$ cat src/hdl/tcr_params.svh
`ifndef TCR_PARAMS_SVH
`define TCR_PARAMS_SVH
`define TCR_WIDTH     16
`define TCR_ZERO      16'h0000
`define TCR_ONE       16'h0001
`define TCR_MAX       16'hFFFF
`define TCR_COUNT_RST 16'h0000
`endif

$ cat src/hdl/tcr_pkg.sv
`default_nettype none
package tcr_pkg;
    typedef enum logic [6:0] {
        TCR_INTERVAL  = 7'h01,
        TCR_SQUARE    = 7'h02,
        TCR_EVENT     = 7'h04,
        TCR_EDGECLR   = 7'h08,
        TCR_MATCHCLR  = 7'h10,
        TCR_FREERUN   = 7'h20,
        TCR_PATTERN   = 7'h40
    } tcr_mode_t;
    typedef struct packed {
        logic [15:0] comparePrimary;
        logic [15:0] compareSecondary;
    } tcr_cmp_t;
    typedef struct packed {
        logic primaryMatch;
        logic secondaryMatch;
    } tcr_match_t;
endpackage
`default_nettype wire

$ cat src/hdl/tcr_match_unit.sv
`include "tcr_params.svh"
`default_nettype none
// One equality comparator with the zero-compare arming behaviour
module tcr_match_unit (
    // Clock and reset
    input  wire logic        clk,
    input  wire logic        rst,
    // Counter view
    input  wire logic        running,
    input  wire logic        countStep,
    input  wire logic        counterCleared,
    input  wire logic [15:0] countNow,
    input  wire logic [15:0] compareVal,
    // Result
    output logic             matchHit
);
    logic zeroArmed_ff;

    // Zero compare is armed only by a clear; the start itself never arms it.
    // A clear seen while the tick is low keeps the arming until the next step or until counting stops.
    always_ff @(posedge clk or posedge rst) begin
        if (rst) begin
            zeroArmed_ff <= 1'b0;
        end else if (!running) begin
            zeroArmed_ff <= 1'b0;
        end else if (countStep) begin
            zeroArmed_ff <= 1'b0;
        end else if (counterCleared) begin
            zeroArmed_ff <= 1'b1;
        end
    end

    always_comb begin
        if (compareVal == `TCR_ZERO) begin
            matchHit = running && countStep && (counterCleared || zeroArmed_ff)
                       && (countNow == `TCR_ZERO);
        end else begin
            matchHit = running && countStep
                       && (countNow + `TCR_ONE == compareVal);
        end
    end

    a_zero_no_early : assert property (@(posedge clk) disable iff (rst)
        (running && !$past(running) && compareVal == `TCR_ZERO) |-> !matchHit)
        else $error("zero compare matched at the start of counting");
endmodule
`default_nettype wire

$ cat src/hdl/tcr_timer_compare.sv
`include "tcr_params.svh"
`default_nettype none
module tcr_timer_compare (
    // Clock and reset
    input  wire logic               clk,
    input  wire logic               rst,
    // Control
    input  wire logic               countEnable,
    input  wire logic               countTick,
    input  wire tcr_pkg::tcr_mode_t modeSel,
    input  wire tcr_pkg::tcr_cmp_t  compareRegs,
    input  wire logic               validEdgeInput,
    // Status
    output logic [15:0]             timerCountValue,
    output tcr_pkg::tcr_match_t     matchIrq,
    output logic                    secondaryMatchIrq,
    output logic                    timerOutput,
    output logic                    pulsePatternOutput
);
    logic [15:0]         timerCount_ff;
    logic [15:0]         nxt_timerCount;
    logic                clearEvent;
    logic                cleared_ff;
    logic                hitPrimary;
    logic                hitSecondary;
    logic                matchClearOk;
    logic                timerOut_ff;
    logic                pattern_ff;
    tcr_pkg::tcr_match_t irq_ff;
    logic                secIrq_ff;
    logic                started_ff;

    // Clear & start by match is honoured only with the documented settings
    assign matchClearOk = (modeSel == tcr_pkg::TCR_MATCHCLR)
                          && (compareRegs.comparePrimary != `TCR_ZERO)
                          && (compareRegs.compareSecondary == `TCR_ZERO);
    // Any clear restarts the count at zero; the overflow wrap counts as a clear too,
    // so a zero compare fires one step after every wrap.
    assign clearEvent = countEnable && countTick
                        && (((modeSel == tcr_pkg::TCR_EDGECLR) && validEdgeInput)
                            || (matchClearOk && hitPrimary)
                            || (timerCount_ff == `TCR_MAX));

    // Stopping parks the count at zero, which is also the value counting starts from
    always_comb begin
        nxt_timerCount = timerCount_ff;
        if (!countEnable) begin
            nxt_timerCount = `TCR_COUNT_RST;
        end else if (countTick && clearEvent) begin
            nxt_timerCount = `TCR_ZERO;
        end else if (countTick) begin
            nxt_timerCount = timerCount_ff + `TCR_ONE;
        end
    end

    always_ff @(posedge clk or posedge rst) begin
        if (rst) begin
            timerCount_ff <= `TCR_COUNT_RST;
        end else begin
            timerCount_ff <= nxt_timerCount;
        end
    end

    // Flags a clear seen on the previous cycle only (feeds the arming)
    always_ff @(posedge clk or posedge rst) begin
        if (rst) begin
            cleared_ff <= 1'b0;
            started_ff <= 1'b0;
        end else begin
            cleared_ff <= clearEvent;
            started_ff <= countEnable;
        end
    end

    // Both comparators see the same counter view; only the compare value differs.
    // The secondary one is normally unused in the periodic modes, and its
    // interrupt is meant to be masked outside this block.
    tcr_match_unit uPrimary (
        .clk            (clk),
        .rst            (rst),
        .running        (countEnable),
        .countStep      (countTick),
        .counterCleared (cleared_ff),
        .countNow       (timerCount_ff),
        .compareVal     (compareRegs.comparePrimary),
        .matchHit       (hitPrimary)
    );

    tcr_match_unit uSecondary (
        .clk            (clk),
        .rst            (rst),
        .running        (countEnable),
        .countStep      (countTick),
        .counterCleared (cleared_ff),
        .countNow       (timerCount_ff),
        .compareVal     (compareRegs.compareSecondary),
        .matchHit       (hitSecondary)
    );

    // Match pulses last one cycle, aligned with the counter update
    // The secondary pulse leaves twice: in the pair and on its own pin
    always_ff @(posedge clk or posedge rst) begin
        if (rst) begin
            irq_ff <= '0;
            secIrq_ff <= 1'b0;
        end else begin
            irq_ff.primaryMatch <= hitPrimary;
            irq_ff.secondaryMatch <= hitSecondary;
            secIrq_ff <= hitSecondary;
        end
    end

    // Square wave toggles on primary match; output stays put without a match
    // Stopping the timer parks the output low
    always_ff @(posedge clk or posedge rst) begin
        if (rst) begin
            timerOut_ff <= 1'b0;
        end else if (!countEnable) begin
            timerOut_ff <= 1'b0;
        end else if (hitPrimary && (modeSel == tcr_pkg::TCR_SQUARE)) begin
            timerOut_ff <= ~timerOut_ff;
        end
    end

    // Pulse pattern: high from secondary match until primary match
    // Secondary below primary is left to software; with both equal the output never rises
    always_ff @(posedge clk or posedge rst) begin
        if (rst) begin
            pattern_ff <= 1'b0;
        end else if (!countEnable || modeSel != tcr_pkg::TCR_PATTERN) begin
            pattern_ff <= 1'b0;
        end else if (hitPrimary) begin
            pattern_ff <= 1'b0;
        end else if (hitSecondary) begin
            pattern_ff <= 1'b1;
        end
    end

    // Every output comes straight from a register
    assign timerCountValue    = timerCount_ff;
    assign matchIrq           = irq_ff;
    assign secondaryMatchIrq  = secIrq_ff;
    assign timerOutput        = timerOut_ff;
    assign pulsePatternOutput = pattern_ff;

    // The match pulses and the outputs are registered, so a check on them looks one
    // edge past the comparator hit that causes them. Checks on the zero compare
    // skip cycles with a valid edge: an edge there restarts the count at zero.

    a_wrap_to_zero : assert property (@(posedge clk) disable iff (rst)
        (countEnable && countTick && timerCount_ff == `TCR_MAX && $past(countEnable))
        |=> (timerCount_ff == `TCR_ZERO))
        else $error("counter did not wrap to zero");

    a_count_step : assert property (@(posedge clk) disable iff (rst)
        (countEnable && countTick && !clearEvent)
        |=> (timerCount_ff == $past(timerCount_ff) + 16'h0001))
        else $error("counter did not advance by one");

    a_tick_hold : assert property (@(posedge clk) disable iff (rst)
        (countEnable && !countTick)
        |=> (timerCount_ff == $past(timerCount_ff)))
        else $error("counter moved without a count step");

    a_no_start_irq : assert property (@(posedge clk) disable iff (rst)
        (countEnable && !started_ff && !clearEvent && compareRegs.comparePrimary == 16'h0000)
        |=> !matchIrq.primaryMatch ##1 !matchIrq.primaryMatch)
        else $error("zero compare matched at start");

    a_zero_match_time : assert property (@(posedge clk) disable iff (rst)
        (matchIrq.primaryMatch && compareRegs.comparePrimary == 16'h0000
         && !$past(validEdgeInput)) |-> timerCount_ff == 16'h0001)
        else $error("zero compare match not at step to one");

    a_zero_first : assert property (@(posedge clk) disable iff (rst)
        (countEnable && countTick && cleared_ff && !clearEvent
         && timerCount_ff == 16'h0000 && compareRegs.comparePrimary == 16'h0000)
        |=> matchIrq.primaryMatch)
        else $error("zero compare missed the step from zero to one");

    a_match_clear : assert property (@(posedge clk) disable iff (rst)
        (countEnable && countTick && hitPrimary && matchClearOk) |=> timerCount_ff == 16'h0000)
        else $error("match clear did not clear counter");

    a_clear_refused : assert property (@(posedge clk) disable iff (rst)
        (countEnable && countTick && hitPrimary && modeSel == tcr_pkg::TCR_MATCHCLR
         && !matchClearOk && timerCount_ff != `TCR_MAX)
        |=> timerCount_ff == $past(timerCount_ff) + 16'h0001)
        else $error("match clear taken with the wrong compare settings");

    a_edge_clear : assert property (@(posedge clk) disable iff (rst)
        (countEnable && countTick && validEdgeInput && modeSel == tcr_pkg::TCR_EDGECLR)
        |=> timerCount_ff == 16'h0000)
        else $error("valid edge did not clear counter");

    a_match_value : assert property (@(posedge clk) disable iff (rst)
        (matchIrq.secondaryMatch && compareRegs.compareSecondary != 16'h0000
         && $stable(compareRegs.compareSecondary) && !$past(validEdgeInput))
        |-> timerCount_ff == compareRegs.compareSecondary)
        else $error("secondary match at wrong count");

    a_sec_irq_pin : assert property (@(posedge clk) disable iff (rst)
        (countEnable && hitSecondary)
        |=> secondaryMatchIrq)
        else $error("secondary match pin missed its pulse");

    a_out_hold : assert property (@(posedge clk) disable iff (rst)
        (countEnable && $past(countEnable) && !$past(hitPrimary))
        |-> $stable(timerOutput))
        else $error("timer output changed without a match");

    a_square_toggle : assert property (@(posedge clk) disable iff (rst)
        (countEnable && hitPrimary && modeSel == tcr_pkg::TCR_SQUARE)
        |=> timerOutput != $past(timerOutput))
        else $error("square output missed its toggle");

    a_pattern_set : assert property (@(posedge clk) disable iff (rst)
        (countEnable && modeSel == tcr_pkg::TCR_PATTERN && hitSecondary && !hitPrimary)
        |=> pulsePatternOutput)
        else $error("pattern output did not rise on secondary match");

    a_pattern_clear : assert property (@(posedge clk) disable iff (rst)
        (countEnable && modeSel == tcr_pkg::TCR_PATTERN && hitPrimary)
        |=> !pulsePatternOutput)
        else $error("pattern output did not fall on primary match");

    a_stop_quiet : assert property (@(posedge clk) disable iff (rst)
        (!countEnable)
        |=> (timerCount_ff == 16'h0000 && !matchIrq.primaryMatch
             && !matchIrq.secondaryMatch && !timerOutput))
        else $error("stopped timer did not park at zero");
endmodule
`default_nettype wire

$ cat config.mk
export PLATFORM = sky130hd
export DESIGN_NAME = tcr_timer_compare
export DESIGN_NICKNAME = d
export VERILOG_FILES = /design/src/hdl/tcr_pkg.sv /design/src/hdl/tcr_match_unit.sv /design/src/hdl/tcr_timer_compare.sv
export VERILOG_INCLUDE_DIRS = /design/src /design/src/hdl
export SDC_FILE = /design/constraint.sdc
export NUM_CORES = 1
export LEC_CHECK = 0
export BUFFER_PORTS_ARGS = -buffer_cell sky130_fd_sc_hd__buf_2
export CAP_MARGIN = 20
export CORE_UTILIZATION = 45
export DETAILED_ROUTE_END_ITERATION = 7
export PLACE_DENSITY = 0.79
export SLEW_MARGIN = 20
export SYNTH_ARGS = -nofsm -noshare
export SYNTH_HDL_FRONTEND = slang
export SYNTH_SLANG_ARGS = --single-unit
$ cat constraint.sdc
create_clock -name clk -period 2.9 [get_ports clk]
set_input_delay 0.29 -clock clk [delete_from_list [all_inputs] [get_ports clk]]
set_output_delay 0.29 -clock clk [all_outputs]
set_load 0.02 [all_outputs]
# Word level (Yosys, flattened, before mapping)
# Cells that the tools add are included.
# classes
n_addsub,1
eq_ne,10
mux,13
bitwise,1
n_reduce_logical,22
# ops
op,count
zero test 16 bit,3
2-to-1 mux 16 bit,3
equality test 16 bit,2
"adder 16 x 1 -> 16 bit, second input constant",1
"equality test 16 bit, second input constant",1
nonzero test 16 bit,1
logical AND 1 bit,12
2-to-1 mux 1 bit,10
"equality test 7 x 2 -> 1 bit, second input constant",1
"equality test 7 x 4 -> 1 bit, second input constant",1
"equality test 7 x 5 -> 1 bit, second input constant",1
"!= test 7 bit, second input constant",1
"!= test 3 x 1 -> 1 bit, second input constant",2
logical OR 1 bit,4
nonzero test 3 bit,1
"!= test 2 x 1 -> 1 bit, second input constant",1
zero test 1 bit,1
NOT 1 bit,1
# word_totals
reg_bits,22
inputBits,44
out_inout_bits,21
elab_cells,54

# Logic depth before layout (Yosys ltp)
# depth
depth_word,11
mapped_depth,11
ltp_nobuf,9

# Cells and area by module
# From an unflattened synthesis, not the netlist that was laid out.
# hier_totals
hier_cells,346
area_unflattened_um2,2735.1
# by_module_without_submodules
mod,instances,cells_each,area_per_inst_um2,seq_area_each_um2
tcr_match_unit,2,103,726.9,25.0
tcr_timer_compare,1,140,1281.2,525.5

# Least setup slack after synthesis
# No wires, ideal clock.
# synth_timing
path_type,register to register
from,register timerCount_ff[1] (netlist: timerCountValue[1])
to,register timerCount_ff[12] (netlist: timerCountValue[12])
setup_time_ps,124
arrival_time_ps,2924
required_time_ps,2776
slack_ps,-148
path_stages_with_launch,12
path_buffers,2
period_less_slack_ps,3048
path_cell_list,dfrtp_1 > ha_1 > buf_2 > nand3_4 > or4_4 > nand2_1 > nand3_1 > or4_4 > o21ai_4 > buf_6 > nor2_1 > a211o_1
# synth_via
elab_chain_cells,11
word_cells_on_any_way,16
classes_between,add/sub (1); eq/ne (3); mux (4); reduce/logical (8)
# synth_lines
element,line_no,rtl
from (decl),tcr_timer_compare.sv:20,logic [15:0] timerCount_ff;
from (signal assigned),tcr_timer_compare.sv:58,timerCount_ff <= `TCR_COUNT_RST;
from (signal assigned),tcr_timer_compare.sv:60,timerCount_ff <= nxt_timerCount;
adder 16 x 1 -> 16 bit (no line),n/a,
equality test 16 bit,tcr_match_unit.sv:39,&& (countNow + `TCR_ONE == compareVal);
logical AND 1 bit,tcr_match_unit.sv:38,matchHit = running && countStep
2-to-1 mux 1 bit,tcr_match_unit.sv:34,if (compareVal == `TCR_ZERO) begin
logical AND 1 bit,tcr_timer_compare.sv:41,|| (matchClearOk && hitPrimary)
logical OR 1 bit,tcr_timer_compare.sv:41,
logical OR 1 bit,tcr_timer_compare.sv:40,&& (((modeSel == tcr_pkg::TCR_EDGECLR) && validEdgeInput)
logical AND 1 bit,tcr_timer_compare.sv:39,assign clearEvent = countEnable && countTick
logical AND 1 bit,tcr_timer_compare.sv:49,end else if (countTick && clearEvent) begin
2-to-1 mux 16 bit,tcr_timer_compare.sv:49,
2-to-1 mux 16 bit,tcr_timer_compare.sv:47,if (!countEnable) begin
# Parallel ways exist; a longest one is shown, timed or not. The select of a mux whose other input is x is not followed.
# A chain may end at the register's enable or synchronous reset.

# Worst setup path in the final report
# layout_timing
from,register timerCount_ff[0] (netlist: timerCountValue[0])
to,register timerCount_ff[8] (netlist: timerCountValue[8])
# Same word-level chain as after synthesis.

==> results_dict.tcl <==
set metrics [dict create \
    synth_top_cell_area_share 0.2444 \
    fin_area_um2 3156 \
    drt_iter0_drc 248 \
    setup_viol 0 \
    areaGrowthSynthToFinish_pct 40.11 \
    slowest_stage "or4_4" \
    initial_core_util 0.4737 \
    slew_viol_final 0 \
    synthesis.area_um2 2252 \
    cts_buffer_depth 2 \
    die_w_um 72.75 \
    antenna_cells 0 \
    synth_area_leaders "dfrtp_1 (24%), xnor2_1 (8.6%), xor2_1 (5.4%), a211o_1 (4.7%), nor4_1 (3.9%)" \
    dpl_cell_area_um2 2849 \
    status "complete, no violations" \
    grt_max_degree 23 \
    finalPower_uw 702.4 \
    overflow 0 \
    use_met1 0.3995 \
    slowest_delay_ns 0.55 \
    io_pins 65 \
    syn_avg_cell_area_um2 8.220 \
    coreArea_um2 4755 \
    grt_pass1_wl_mm 11.59 \
    cts_sinks 22 \
    clk_pin_slew_worst_paths_ns 0.08 \
    dp_cells 422 \
    detailed_place_hpwl_mm 5.915 \
    place_congestion 1.028 \
    yosysSeqAreaShare 0.2444 \
    grtUsageMet3 0.04972 \
    end_kind "register" \
    synthCells 274 \
    viasPerCell 6.016 \
    htreeDepth 1 \
    rows 25 \
    use_met2 0.4714 \
    synthTopCellsByCount "dfrtp_1 (22), nor2_1 (22), xnor2_1 (22)" \
    syn-num-nets 320 \
    setup-tns-final_ns 0 \
    yosysUniqueCellTypes 54 \
    multi_input_area_um2 1644 \
    power.leakage_uw 0.001522 \
    min_period_ns 2.892 \
    worstPathArrival_ns 3.05 \
    postSynth.asyncResetShare 1.000 \
    finalHoldViolCount 0 \
    fin_skew_ns 0.004380 \
    worst_hold_path_type "input port to asynchronous set/reset pin" \
    synth_seq_cells 22 \
    crit_buf_inv 2 \
    final_nets 421 \
    first_global_vias 2245 \
    antenna_found_initial 0 \
    clk_latency_ns 0.27 \
    slew_headroom 0.3715 \
    fin_cells 441 \
    drtPass1Iterations 6 \
    synth_flop_cell "dfrtp_1" \
    max_cap_violations 0 \
    die_area_um2 5292 \
    cpLargestDelayFamily "simple AND/OR/NAND/NOR gates" \
    ir_worst_vdd_v 0.0002143 \
    die_y_um 72.75 \
    tightest_slew_ns 0.9417 \
    startpoint_type "register" \
    rsz0062_at_grt "true" \
    port_buffers 64 \
    totalWireLength_mm 8.097 \
    routedWlPerCell_um 18.36 \
    root_buffer "clkbuf_8" \
    cts_made_buffers 3 \
    drtAntennaViolNets 0 \
    p_per_area_nw_per_um2 222.6 \
    gr-usage-all-layers 0.2898 \
    grt-busiest-layer "met2" \
    ctsHoldBuffers 0 \
    tritoncts "built" \
    finalCritPeriodShare 0.9974 \
    crit_type "register to register" \
    nFillCells 402 \
    drive_gt1_frac 0.3984 \
    r2r_start "timerCountValue[0]$_DFFE_PP0P_" \
    rrSetupSlack_ns 0.008 \
    max_freq_ghz 0.3457 \
    via_count 2653 \
    drc 0 \
    seq_area_um2 555.5 \
    cp_cell_sequence "ha_4 -> nand3_4 -> or4_4 -> o221ai_2 -> nand4_1 -> or4_4 -> o21ai_4 -> buf_12 -> buf_12 -> nor3b_1 -> a211o_1" \
    cp.required_ns 3.06 \
    ff2ff_path_depth 11 \
    synth_warnings 0 \
    synth_edf_count 0 \
    timing.rr.end "timerCountValue[8]$_DFFE_PP0P_" \
    synth_largest_area_cell "dfrtp_1" \
    path_max_fanout 7 \
]
==> worst max path at each step <==
stage                     cells after the start  slack (ns)                           start                         endpoint
after global placement                       10        0.05  timerCountValue[0]$_DFFE_PP0P_  timerCountValue[15]$_DFFE_PP0P_
final                                        11       0.008  timerCountValue[0]$_DFFE_PP0P_   timerCountValue[8]$_DFFE_PP0P_
after global routing                         11       -0.07  timerCountValue[0]$_DFFE_PP0P_   timerCountValue[8]$_DFFE_PP0P_
after CTS                                     9        0.03  timerCountValue[0]$_DFFE_PP0P_          timerOutput$_DFFE_PP0P_
after floorplan                              11       0.006  timerCountValue[1]$_DFFE_PP0P_  timerCountValue[12]$_DFFE_PP0P_
after detailed placement                      9       -0.02  timerCountValue[0]$_DFFE_PP0P_          timerOutput$_DFFE_PP0P_
==> routing by layer <==
layer	vias up	wire length (µm)
li1	1203	-
met1	1258	3271
met2	170	3831
met3	22	789
met4	0	204
met5	-	0
==> area by class of cell <==
type | instances | area share
Inverter | 6 | 0.007137
Sequential cell | 22 | 0.1761
Tap cell | 67 | 0.02657
Clock buffer | 4 | 0.01427
Timing Repair Buffer | 119 | 0.2550
Multi-Input combinational cell | 223 | 0.5210
==> layout by cell type (no fill, tap or decap), drive strengths merged, types with 6 or more instances in the layout <==
master  synthesis  final
a211o          12     12
a21oi           9      9
buf            18    117
clkbuf          5      6
dfrtp          22     22
inv             6      6
nand2          21     21
nand3          11     11
nand4          12     12
nor2           22     22
nor2b           6      6
nor3           15     15
nor4           14     14
o21ai           8      8
xnor2          22     22
xor2           14     14
==> metrics by stage <==
| stage | setup slack [ns] | hold slack [ns] | util |
|---|---|---|---|
| floorplan | 0.005576 | 0.2791 | - |
| CTS | 0.02623 | 0.2316 | 0.6092 |
| global route | -0.06812 | 0.2992 | 0.6637 |
| detailed placement | -0.02281 | 0.5161 | 0.5992 |
| finish | 0.007660 | 0.2139 | 0.6637 |
| global placement | 0.04805 | 0.4861 | 0.5992 |
==> timing repair <==
action / 4_1_cts / 5_1_grt
setup buffers: 0 / 12
gates resized for setup: 1 / 22
endpoints found under the setup margin: 12 / 13
gates cloned: 0 / 3
pin swaps: 0 / 13
endpoints found under the hold margin: 0 / 0
==> registers in the layout (all words and copies together), names as in the netlist <==
| register | count |
|---|---|
| secondaryMatchIrq | 1 |
| pulsePatternOutput | 1 |
| timerOutput | 1 |
| timerCountValue | 16 |
| uSecondary.zeroArmed_ff | 1 |
| cleared_ff | 1 |
| matchIrq | 1 |
==> kinds of logic (layout without fill, tap and decap cells) <==
kind of cell | count (synthesis) | count (layout) | synth area share
AO/OA/AOI/OAI | 49 | 49 | 0.1639
XOR/XNOR | 39 | 39 | 0.1700
adder cells (fa/ha/maj) | 2 | 2 | 0.01111
buffers and inverters | 29 | 129 | 0.06722
flip-flops | 22 | 22 | 0.2444
multiplexers | 1 | 1 | 0.004445
AND/OR/NAND/NOR | 132 | 132 | 0.3389
==> report_power, final <==
group	total [µW]	leakage [µW]	switching (µW)	internal (µW)
clock network	206	0.0000228	107	98.4
registers	314	0.000300	4.58	309
logic	183	0.00120	96.3	86.7
No activity file was read; power rests on OpenSTA's default activity.
